--- config.mk ---
export PLATFORM = sky130hd
export DESIGN_NAME = bbrc_config
export DESIGN_NICKNAME = d
export VERILOG_FILES = /design/src/bbrc_pkg.sv /design/src/bbrc_config.sv
export VERILOG_INCLUDE_DIRS = /design/src
export SDC_FILE = /design/constraint.sdc
export NUM_CORES = 1
export LEC_CHECK = 0
export BUFFER_PORTS_ARGS = -buffer_cell sky130_fd_sc_hd__buf_2
export CORE_MARGIN = 3
export CORE_UTILIZATION = 42
export DETAILED_ROUTE_END_ITERATION = 6
export PLACE_DENSITY = 0.78
export SYNTH_ARGS = -nofsm -noshare
export SYNTH_HDL_FRONTEND = slang
export SYNTH_SLANG_ARGS = --single-unit
--- constraint.sdc ---
create_clock -name clk -period 1.4 [get_ports clk]
set_input_delay 0.28 -clock clk [delete_from_list [all_inputs] [get_ports clk]]
set_output_delay 0.28 -clock clk [all_outputs]
set_load 0.1 [all_outputs]
--- src/bbrc_defs.svh ---
// Register offsets, field positions, reset values and the system clock rate
// Assumes inclusion by bare name from the top module only
`ifndef BBRC_DEFS_SVH
`define BBRC_DEFS_SVH
`define BBRC_ADDR_RATE 8'h04
`define BBRC_ADDR_PIN 8'h05
`define BBRC_RST_RATE 8'h00
`define BBRC_RST_PIN 8'h01
`define BBRC_BIT_WIDTH 2
`define BBRC_BIT_DDR 1
`define BBRC_BIT_SAMP 0
`define BBRC_SYS_CLK_MHZ 125
`endif

--- src/bbrc_pkg.sv ---
// Types for the rate and interrupt pin configuration bank
// Assumes bbrc_defs.svh is on the include path
package bbrc_pkg;
    typedef enum logic [1:0] {
        BBRC_PIN_CMOS_INV = 2'h0,
        BBRC_PIN_CMOS = 2'h1,
        BBRC_PIN_OPEN_DRAIN = 2'h2,
        BBRC_PIN_OPEN_SOURCE = 2'h3
    } bbrc_pin_mode_t;

    typedef struct packed {
        logic [7:0] addr;
        logic [7:0] wdata;
        logic wr;
        logic rd;
    } bbrc_req_t;

    typedef struct packed {
        logic codeShort;
        logic doubleRate;
        logic oversample12;
        logic codeHalfUpper;
        logic evenBitsOnly;
        logic rateInvalid;
    } bbrc_mode_t;
endpackage

--- src/bbrc_config.sv ---
// Rate select and interrupt pin drive registers of the radio baseband
// Assumes the serial port logic presents decoded byte accesses on clk
//
// Notes on behaviour
// RL1: Rate bit 2: 1=32 chips, 0=64.
// RL2: Rate bit 1 selects double rate.
// RL3: Data-rate bit honoured only with 32-chip codes.
// RL4: Double rate splits 64-chip code into halves.
// RL5: Double rate transmits even bit counts only.
// RL6: Normal 32-chip rate may use two codes.
// RL7: Rate bit 0: 1=12x, 0=6x oversampling.
// RL8: Oversampling bit ignored for 64-chip or double.
// RL9: Host never writes patterns 001,010,011,111.
// RL10: Host writes zero to reserved upper bits.
// RL11: Pin bits 1:0 choose interrupt pin drive.
// RL12: Half select picks upper/lower 32 code bits.
// RL13: Pin stage is value plus output enable.
`timescale 1ns/1ps
`include "bbrc_defs.svh"

module bbrc_config (
    // Clock and reset
    input wire logic clk,
    input wire logic rst,
    // Register port
    input wire bbrc_pkg::bbrc_req_t req,
    output logic [7:0] rdata,
    output logic rvalid,
    // Baseband side
    input wire logic codeHalfSelect,
    input wire logic irqRequest,
    output bbrc_pkg::bbrc_mode_t mode,
    // Interrupt pin
    output logic irqPinOut,
    output logic irqPinOe
);
    import bbrc_pkg::*;

    // A write is stored at the edge that takes it and shows on the mode
    // and pin outputs one edge later; a read answers at the same edge it is
    // taken, and a read beside a write returns the value before the write

    ////////////////////////////////////////////////////////////////////
    // Field layout of the two registers
    // Only the low bits are stored; reserved bits cost no flops
    localparam int RateBits = 3;
    localparam int PinBits = 2;
    localparam int ModeBits = 6;
    localparam int WidthPos = `BBRC_BIT_WIDTH;
    localparam int DdrPos = `BBRC_BIT_DDR;
    localparam int SampPos = `BBRC_BIT_SAMP;
    localparam int ClkMhz = `BBRC_SYS_CLK_MHZ;
    localparam logic [7:0] RateRstByte = `BBRC_RST_RATE;
    localparam logic [7:0] PinRstByte = `BBRC_RST_PIN;
    localparam logic [7:0] AddrRate = `BBRC_ADDR_RATE;
    localparam logic [7:0] AddrPin = `BBRC_ADDR_PIN;
    localparam logic [RateBits-1:0] RateRst = RateRstByte[RateBits-1:0];
    localparam logic [PinBits-1:0] PinRst = PinRstByte[PinBits-1:0];

    ////////////////////////////////////////////////////////////////////
    // Elaboration checks
    // Refuse a layout that the decode below cannot serve
    if (RateBits > 8 || PinBits > 8) begin : gStoreWidth
        $error("Stored fields wider than a register");
    end
    if ($bits(bbrc_pin_mode_t) != PinBits) begin : gPinType
        $error("Pin mode type does not match the stored pin field");
    end
    if ($bits(bbrc_mode_t) != ModeBits) begin : gModeType
        $error("Mode bundle does not hold six flags");
    end
    if (WidthPos >= RateBits) begin : gWidthPos
        $error("Code width position outside the stored bits");
    end
    if (DdrPos >= RateBits) begin : gDdrPos
        $error("Data rate position outside the stored bits");
    end
    if (SampPos >= RateBits) begin : gSampPos
        $error("Sample rate position outside the stored bits");
    end
    if (WidthPos == DdrPos) begin : gOverlapWd
        $error("Code width and data rate fields overlap");
    end
    if (WidthPos == SampPos) begin : gOverlapWs
        $error("Code width and sample rate fields overlap");
    end
    if (DdrPos == SampPos) begin : gOverlapDs
        $error("Data rate and sample rate fields overlap");
    end
    if (RateRstByte[7:RateBits] != '0) begin : gRateRst
        $error("Rate reset value sets reserved bits");
    end
    if (RateRst inside {3'h1, 3'h2, 3'h3, 3'h7}) begin : gRateRstPat
        $error("Rate reset value is a refused pattern");
    end
    if (PinRstByte[7:PinBits] != '0) begin : gPinRst
        $error("Pin reset value sets reserved bits");
    end
    // The pin field is cast straight to the mode type
    if (BBRC_PIN_CMOS_INV != 2'h0) begin : gCodeInv
        $error("Inverted push-pull code differs from the field");
    end
    if (BBRC_PIN_CMOS != 2'h1) begin : gCodeCmos
        $error("Push-pull code differs from the field");
    end
    if (BBRC_PIN_OPEN_DRAIN != 2'h2) begin : gCodeDrain
        $error("Open drain code differs from the field");
    end
    if (BBRC_PIN_OPEN_SOURCE != 2'h3) begin : gCodeSource
        $error("Open source code differs from the field");
    end
    if (AddrRate == AddrPin) begin : gAddr
        $error("Rate and pin registers share an offset");
    end
    if (ClkMhz <= 0) begin : gClk
        $error("System clock rate must be positive");
    end

    ////////////////////////////////////////////////////////////////////
    // Address decode
    // Accesses to any other offset touch nothing and read as zero
    logic hitRate, hitPin, wrRate, wrPin, rdRate, rdPin;

    always_comb begin
        hitRate = (req.addr == AddrRate);
        hitPin = (req.addr == AddrPin);
        wrRate = req.wr & hitRate;
        wrPin = req.wr & hitPin;
        rdRate = req.rd & hitRate;
        rdPin = req.rd & hitPin;
    end

    ////////////////////////////////////////////////////////////////////
    // Register file
    // Refused rate patterns are stored as written and only flagged
    logic [RateBits-1:0] rate_r, rate_nxt;
    bbrc_pin_mode_t pin_r, pin_nxt;

    always_comb begin
        rate_nxt = rate_r;
        pin_nxt = pin_r;
        // Reserved bits are dropped; host keeps them zero [RL10]
        if (wrRate) begin
            rate_nxt = req.wdata[RateBits-1:0];
        end
        if (wrPin) begin
            pin_nxt = bbrc_pin_mode_t'(req.wdata[PinBits-1:0]);
        end
    end

    always_ff @(posedge clk or posedge rst) begin
        if (rst) begin
            rate_r <= RateRst;
            pin_r <= bbrc_pin_mode_t'(PinRst);
        end else begin
            rate_r <= rate_nxt;
            pin_r <= pin_nxt;
        end
    end

    ////////////////////////////////////////////////////////////////////
    // Read path
    // Read data holds until the next read; valid is a one-cycle pulse
    logic [7:0] rateByte, pinByte;
    logic [7:0] rdata_r, rdata_nxt;
    logic rvalid_r, rvalid_nxt;

    always_comb begin
        rateByte = 8'h00;
        rateByte[RateBits-1:0] = rate_r;
        pinByte = 8'h00;
        pinByte[PinBits-1:0] = pin_r;
        rdata_nxt = rdata_r;
        rvalid_nxt = 1'b0;
        if (req.rd) begin
            rvalid_nxt = 1'b1;
            if (rdRate) begin
                rdata_nxt = rateByte;
            end else if (rdPin) begin
                rdata_nxt = pinByte;
            end else begin
                // Unmapped offsets read as zero
                rdata_nxt = 8'h00;
            end
        end
    end

    always_ff @(posedge clk or posedge rst) begin
        if (rst) begin
            rdata_r <= 8'h00;
            rvalid_r <= 1'b0;
        end else begin
            rdata_r <= rdata_nxt;
            rvalid_r <= rvalid_nxt;
        end
    end

    assign rdata = rdata_r;
    assign rvalid = rvalid_r;

    ////////////////////////////////////////////////////////////////////
    // Effective baseband mode
    // Levels the baseband may read in any cycle; raw bits never leave
    // this block, so ignored bits cannot leak into the datapath
    bbrc_mode_t mode_r, mode_nxt;
    logic wShort, wDdr, wSamp, normalShort, ddrActive, rateBad;

    always_comb begin
        wShort = rate_r[WidthPos];
        wDdr = rate_r[DdrPos];
        wSamp = rate_r[SampPos];
        // 64-chip codes ignore both lower bits
        normalShort = wShort & ~wDdr;
        ddrActive = wShort & wDdr; // [RL3]
        // Patterns the host must avoid, kept visible to the baseband [RL9]
        case (rate_r)
            3'h0: rateBad = 1'b0;
            3'h1: rateBad = 1'b1;
            3'h2: rateBad = 1'b1;
            3'h3: rateBad = 1'b1;
            3'h4: rateBad = 1'b0;
            3'h5: rateBad = 1'b0;
            3'h6: rateBad = 1'b0;
            3'h7: rateBad = 1'b1;
            default: rateBad = 1'b1;
        endcase
        mode_nxt.codeShort = wShort; // [RL1]
        mode_nxt.doubleRate = ddrActive; // [RL2] [RL3]
        mode_nxt.oversample12 = normalShort & wSamp; // [RL7] [RL8]
        // Half select only in normal 32-chip; double rate uses both halves
        mode_nxt.codeHalfUpper = normalShort & codeHalfSelect; // [RL12] [RL4] [RL6]
        mode_nxt.evenBitsOnly = ddrActive; // [RL5]
        mode_nxt.rateInvalid = rateBad;
    end

    always_ff @(posedge clk or posedge rst) begin
        if (rst) begin
            mode_r <= '0;
        end else begin
            mode_r <= mode_nxt;
        end
    end

    assign mode = mode_r;

    ////////////////////////////////////////////////////////////////////
    // Interrupt pin drive
    // Each mode gives the level while asserted, the level while idle,
    // and whether idle releases the pin to the board's pull
    // Idle level of the two released modes matters only while enabled
    logic pinOut_r, pinOut_nxt, pinOe_r, pinOe_nxt;
    logic assertLevel, idleLevel, idleFloats;

    always_comb begin
        case (pin_r) // [RL11]
            BBRC_PIN_OPEN_SOURCE: begin
                assertLevel = 1'b1;
                idleLevel = 1'b1;
                idleFloats = 1'b1;
            end
            BBRC_PIN_OPEN_DRAIN: begin
                assertLevel = 1'b0;
                idleLevel = 1'b0;
                idleFloats = 1'b1;
            end
            BBRC_PIN_CMOS: begin
                assertLevel = 1'b1;
                idleLevel = 1'b0;
                idleFloats = 1'b0;
            end
            BBRC_PIN_CMOS_INV: begin
                assertLevel = 1'b0;
                idleLevel = 1'b1;
                idleFloats = 1'b0;
            end
            default: begin
                assertLevel = 1'b0;
                idleLevel = 1'b1;
                idleFloats = 1'b0;
            end
        endcase
        // Floating idle is a released enable, not a driven level [RL13]
        if (irqRequest) begin
            pinOut_nxt = assertLevel;
            pinOe_nxt = 1'b1;
        end else begin
            pinOut_nxt = idleLevel;
            pinOe_nxt = ~idleFloats;
        end
    end

    always_ff @(posedge clk or posedge rst) begin
        if (rst) begin
            pinOut_r <= 1'b0;
            pinOe_r <= 1'b1;
        end else begin
            pinOut_r <= pinOut_nxt;
            pinOe_r <= pinOe_nxt;
        end
    end

    assign irqPinOut = pinOut_r;
    assign irqPinOe = pinOe_r;
endmodule

==> results.py <==
metrics = {
    "timing": {
        "hold_ws_ns": 0.0327,
        "max_slew.worst_pin.slew_ns": 0.562,
        "rsz0062_at_grt": "no",
        "slew_viol_final": 0,
        "period_needed_ns": 1.35,
        "finalCritPeriodShare_pct": 96.7,
        "slew_headroom_pct": 62.5,
        "setup_viol": 0,
        "finalHoldViolations": 0,
        "finClkSkew_ns": 0.0126,
        "setup-tns-final_ns": 0,
        "fmax_mhz": 739,
    },
    "global_routing": {
        "grt_pass1_wl_microns": 1700,
        "grt_pass1_vias": 431,
        "antenna_found_initial": 0,
        "gr-total-overflow": 0,
        "grt_max_degree": 17,
        "grt_usage_pct": 10.9,
    },
    "drt": {
        "initialDrtViolationCount": 0,
        "drc_errors": 0,
        "viasPerCell": 4.77,
        "antenna_left": 0,
        "firstDrtPassIters": 1,
        "wl_microns": 1130,
        "wire_per_inst_microns": 10.7,
        "num_vias": 506,
    },
    "power": {
        "swShare_pct": 33.9,
        "combPwrFrac_pct": 23.9,
        "p_switching_w": 0.000329,
        "power_frac_seq_pct": 50.7,
        "leakagePower_nw": 0.490,
        "pwr-share-clk_pct": 25.4,
        "p_int_w": 0.000642,
        "ir_worst_vdd_mv": 0.650,
        "power_density_mw_per_mm2": 1060,
    },
    "synth": {
        "seq_area_frac_synth_pct": 55.0,
        "synth_area_sq_um": 732,
        "avgSynthCellArea_sq_um": 12.4,
        "synth_top_area_share_pct": 47.9,
        "synth-warning-count": 0,
        "synth-seq-cells": 16,
        "synth.distinct_cells": 20,
        "synth.largest_area_cell": "dfrtp_1",
        "syn_inst": 59,
        "synth_area_leaders": "dfrtp_1 (48%), mux2_2 (11%), dfstp_2 (7.2%)",
    },
    "clock_network": {
        "htreeDepth": 1,
        "root_buffer": "clkbuf_4",
        "cts_sinks": 16,
        "cts_setup_buffers": 0,
        "clkTransAtPathRegs_ns": 0.10,
        "clockBufferDepth": 2,
        "cts-resized-gates": 0,
        "numCtsBuffers": 3,
        "hold_buffers": 0,
        "cts_tree": "built",
        "clk_latency_ns": 0.28,
    },
    "critical_path": {
        "critPathMaxStageDelay_ns": 0.43,
        "required_ns": 1.12,
        "cp-start-kind": "flop",
        "cp.depth": 1,
        "critPathMaxFanout": 2,
        "worst_ep_arrival_time_ns": 1.07,
        "worst-path-buf-inv": 1,
        "ff2ff_path_depth": 3,
        "crit_type": "reg2out",
        "cp_top_family": "buffers and inverters",
        "path_cells": "buf_2",
        "crit_slowest_cell": "buf_2",
        "end_kind": "output port",
    },
    "placed_design": {
        "portBuffers": 28,
        "hpwlAfterDp_microns": 953,
        "routabilityCongestion": 0.764,
    },
    "floorplan": {
        "rows": 14,
        "die_h_microns": 47.7,
        "die-area_sq_mm": 0.00228,
        "io_pins": 39,
        "start_util_pct": 46.4,
        "coreArea_sq_mm": 0.00158,
        "die_x_microns": 47.7,
    },
    "job": {
        "cap_violations": 0,
    },
    "cells_and_area": {
        "antenna_cells": 0,
        "nets": 116,
        "layout-drive-gt1-share_pct": 48.9,
        "area.growth.synth_to_final_pct": 24.6,
    },
    "run_status": {
        "status": "complete, no violations",
    },
    "hold_path": {
        "hp-class": "in2async",
    },
}
cell usage in the layout, fill, tap and decap left out, types with 2 or more instances in the layout:
| cell type | synthesis | routed |
|---|---|---|
| dfstp_2 | 2 | 2 |
| clkbuf_4 | 0 | 3 |
| nor3b_1 | 2 | 2 |
| buf_2 | 0 | 27 |
| inv_1 | 7 | 7 |
| nand2_1 | 4 | 4 |
| ha_1 | 3 | 3 |
| dfrtp_1 | 14 | 13 |
| o22ai_1 | 3 | 3 |
| conb_1 | 1 | 5 |
| mux2_2 | 7 | 7 |
final timing paths:
check	startpoint	slack, ns	endpoint
max	rdata[2]	0.05	rdata[2]
min	rst	0.03	rate_r[2]
max reg2reg	pin_r[0]	0.21	irqPinOe
min reg2reg	rate_r[2]	0.46	mode[5]
max in group asynchronous	rst	0.97	mode[1]
min in group clk	req[0]	0.18	rvalid
per-stage QoR:
stage,power [W],instances,instance area [sq um],utilization (%),setup WS (ns)
5_1_grt,0.00100,106,912,57.9,0.0136
3_5_place_dp,0.000736,102,886,56.2,0.0609
6_report,0.000971,106,912,57.9,0.0464
3_3_place_gp,0.000732,102,886,56.2,0.0733
2_1_floorplan,0.000690,63,748,-,0.0832
4_1_cts,0.000975,106,912,57.9,0.0431
logic make-up after synthesis:
family / after synthesis / share of synthesized area (%)
AND/OR/NAND/NOR: 14 / 14.2
AO/OA/AOI/OAI: 4 / 3.25
buffers and inverters: 13 / 9.74
flip-flops: 16 / 55.0
other: 1 / 0.512
adder cells (fa/ha/maj): 4 / 6.50
multiplexers: 7 / 10.8
power groups by stage:
stage / combinational (W) / sequential (W) / clock, W
CTS: 0.000234 / 0.000493 / 0.000248
global route: 0.000245 / 0.000495 / 0.000264
detailed placement: 0.000234 / 0.000502 / 0
finish: 0.000232 / 0.000492 / 0.000247
global placement: 0.000231 / 0.000501 / 0
floorplan: 0.000107 / 0.000583 / 0
synthesized netlist by cell type, drive strengths merged:
library cell and number:
nor3 1, dfrtp 14, and2 1, inv 7, or3 1, nand2 4, buf 6, nand4 1
nor2 1, nor3b 2, nand3b 1, dfstp 2, nand4b 1, o22ai 3, o21ai 1, nor4b 1
mux2 7, maj3 1, ha 3, conb 1
worst reg2reg max path, stage by stage (launching register included):
cell and delay, ns:
dfstp_2 0.56, inv_1 0.06, ha_1 0.20, or3_1 0.30
area by class of cell:
class	count	area, sq um
clock buffer	4	26.3
tap	16	20.0
fill	136	664
multi-input combinational	34	273
inverter	7	26.3
timing repair buffer	29	163
sequential	16	404
registers in the layout (all words and copies together) (netlist names):
register   cells
irqPinOut      1
rvalid         1
pin_r          2
rate_r         3
mode           5
irqPinOe       1
rdata          3
routing by layer:
metal | GRT usage (%) | wire length, microns | vias to the layer above
met5 | 0 | 0 | -
met4 | 6.45 | 0 | 0
met2 | 18.2 | 532 | 25
met1 | 12.1 | 484 | 233
li1 | - | - | 248
met3 | 3.38 | 113 | 0
(Power assumes the default switching activity.)
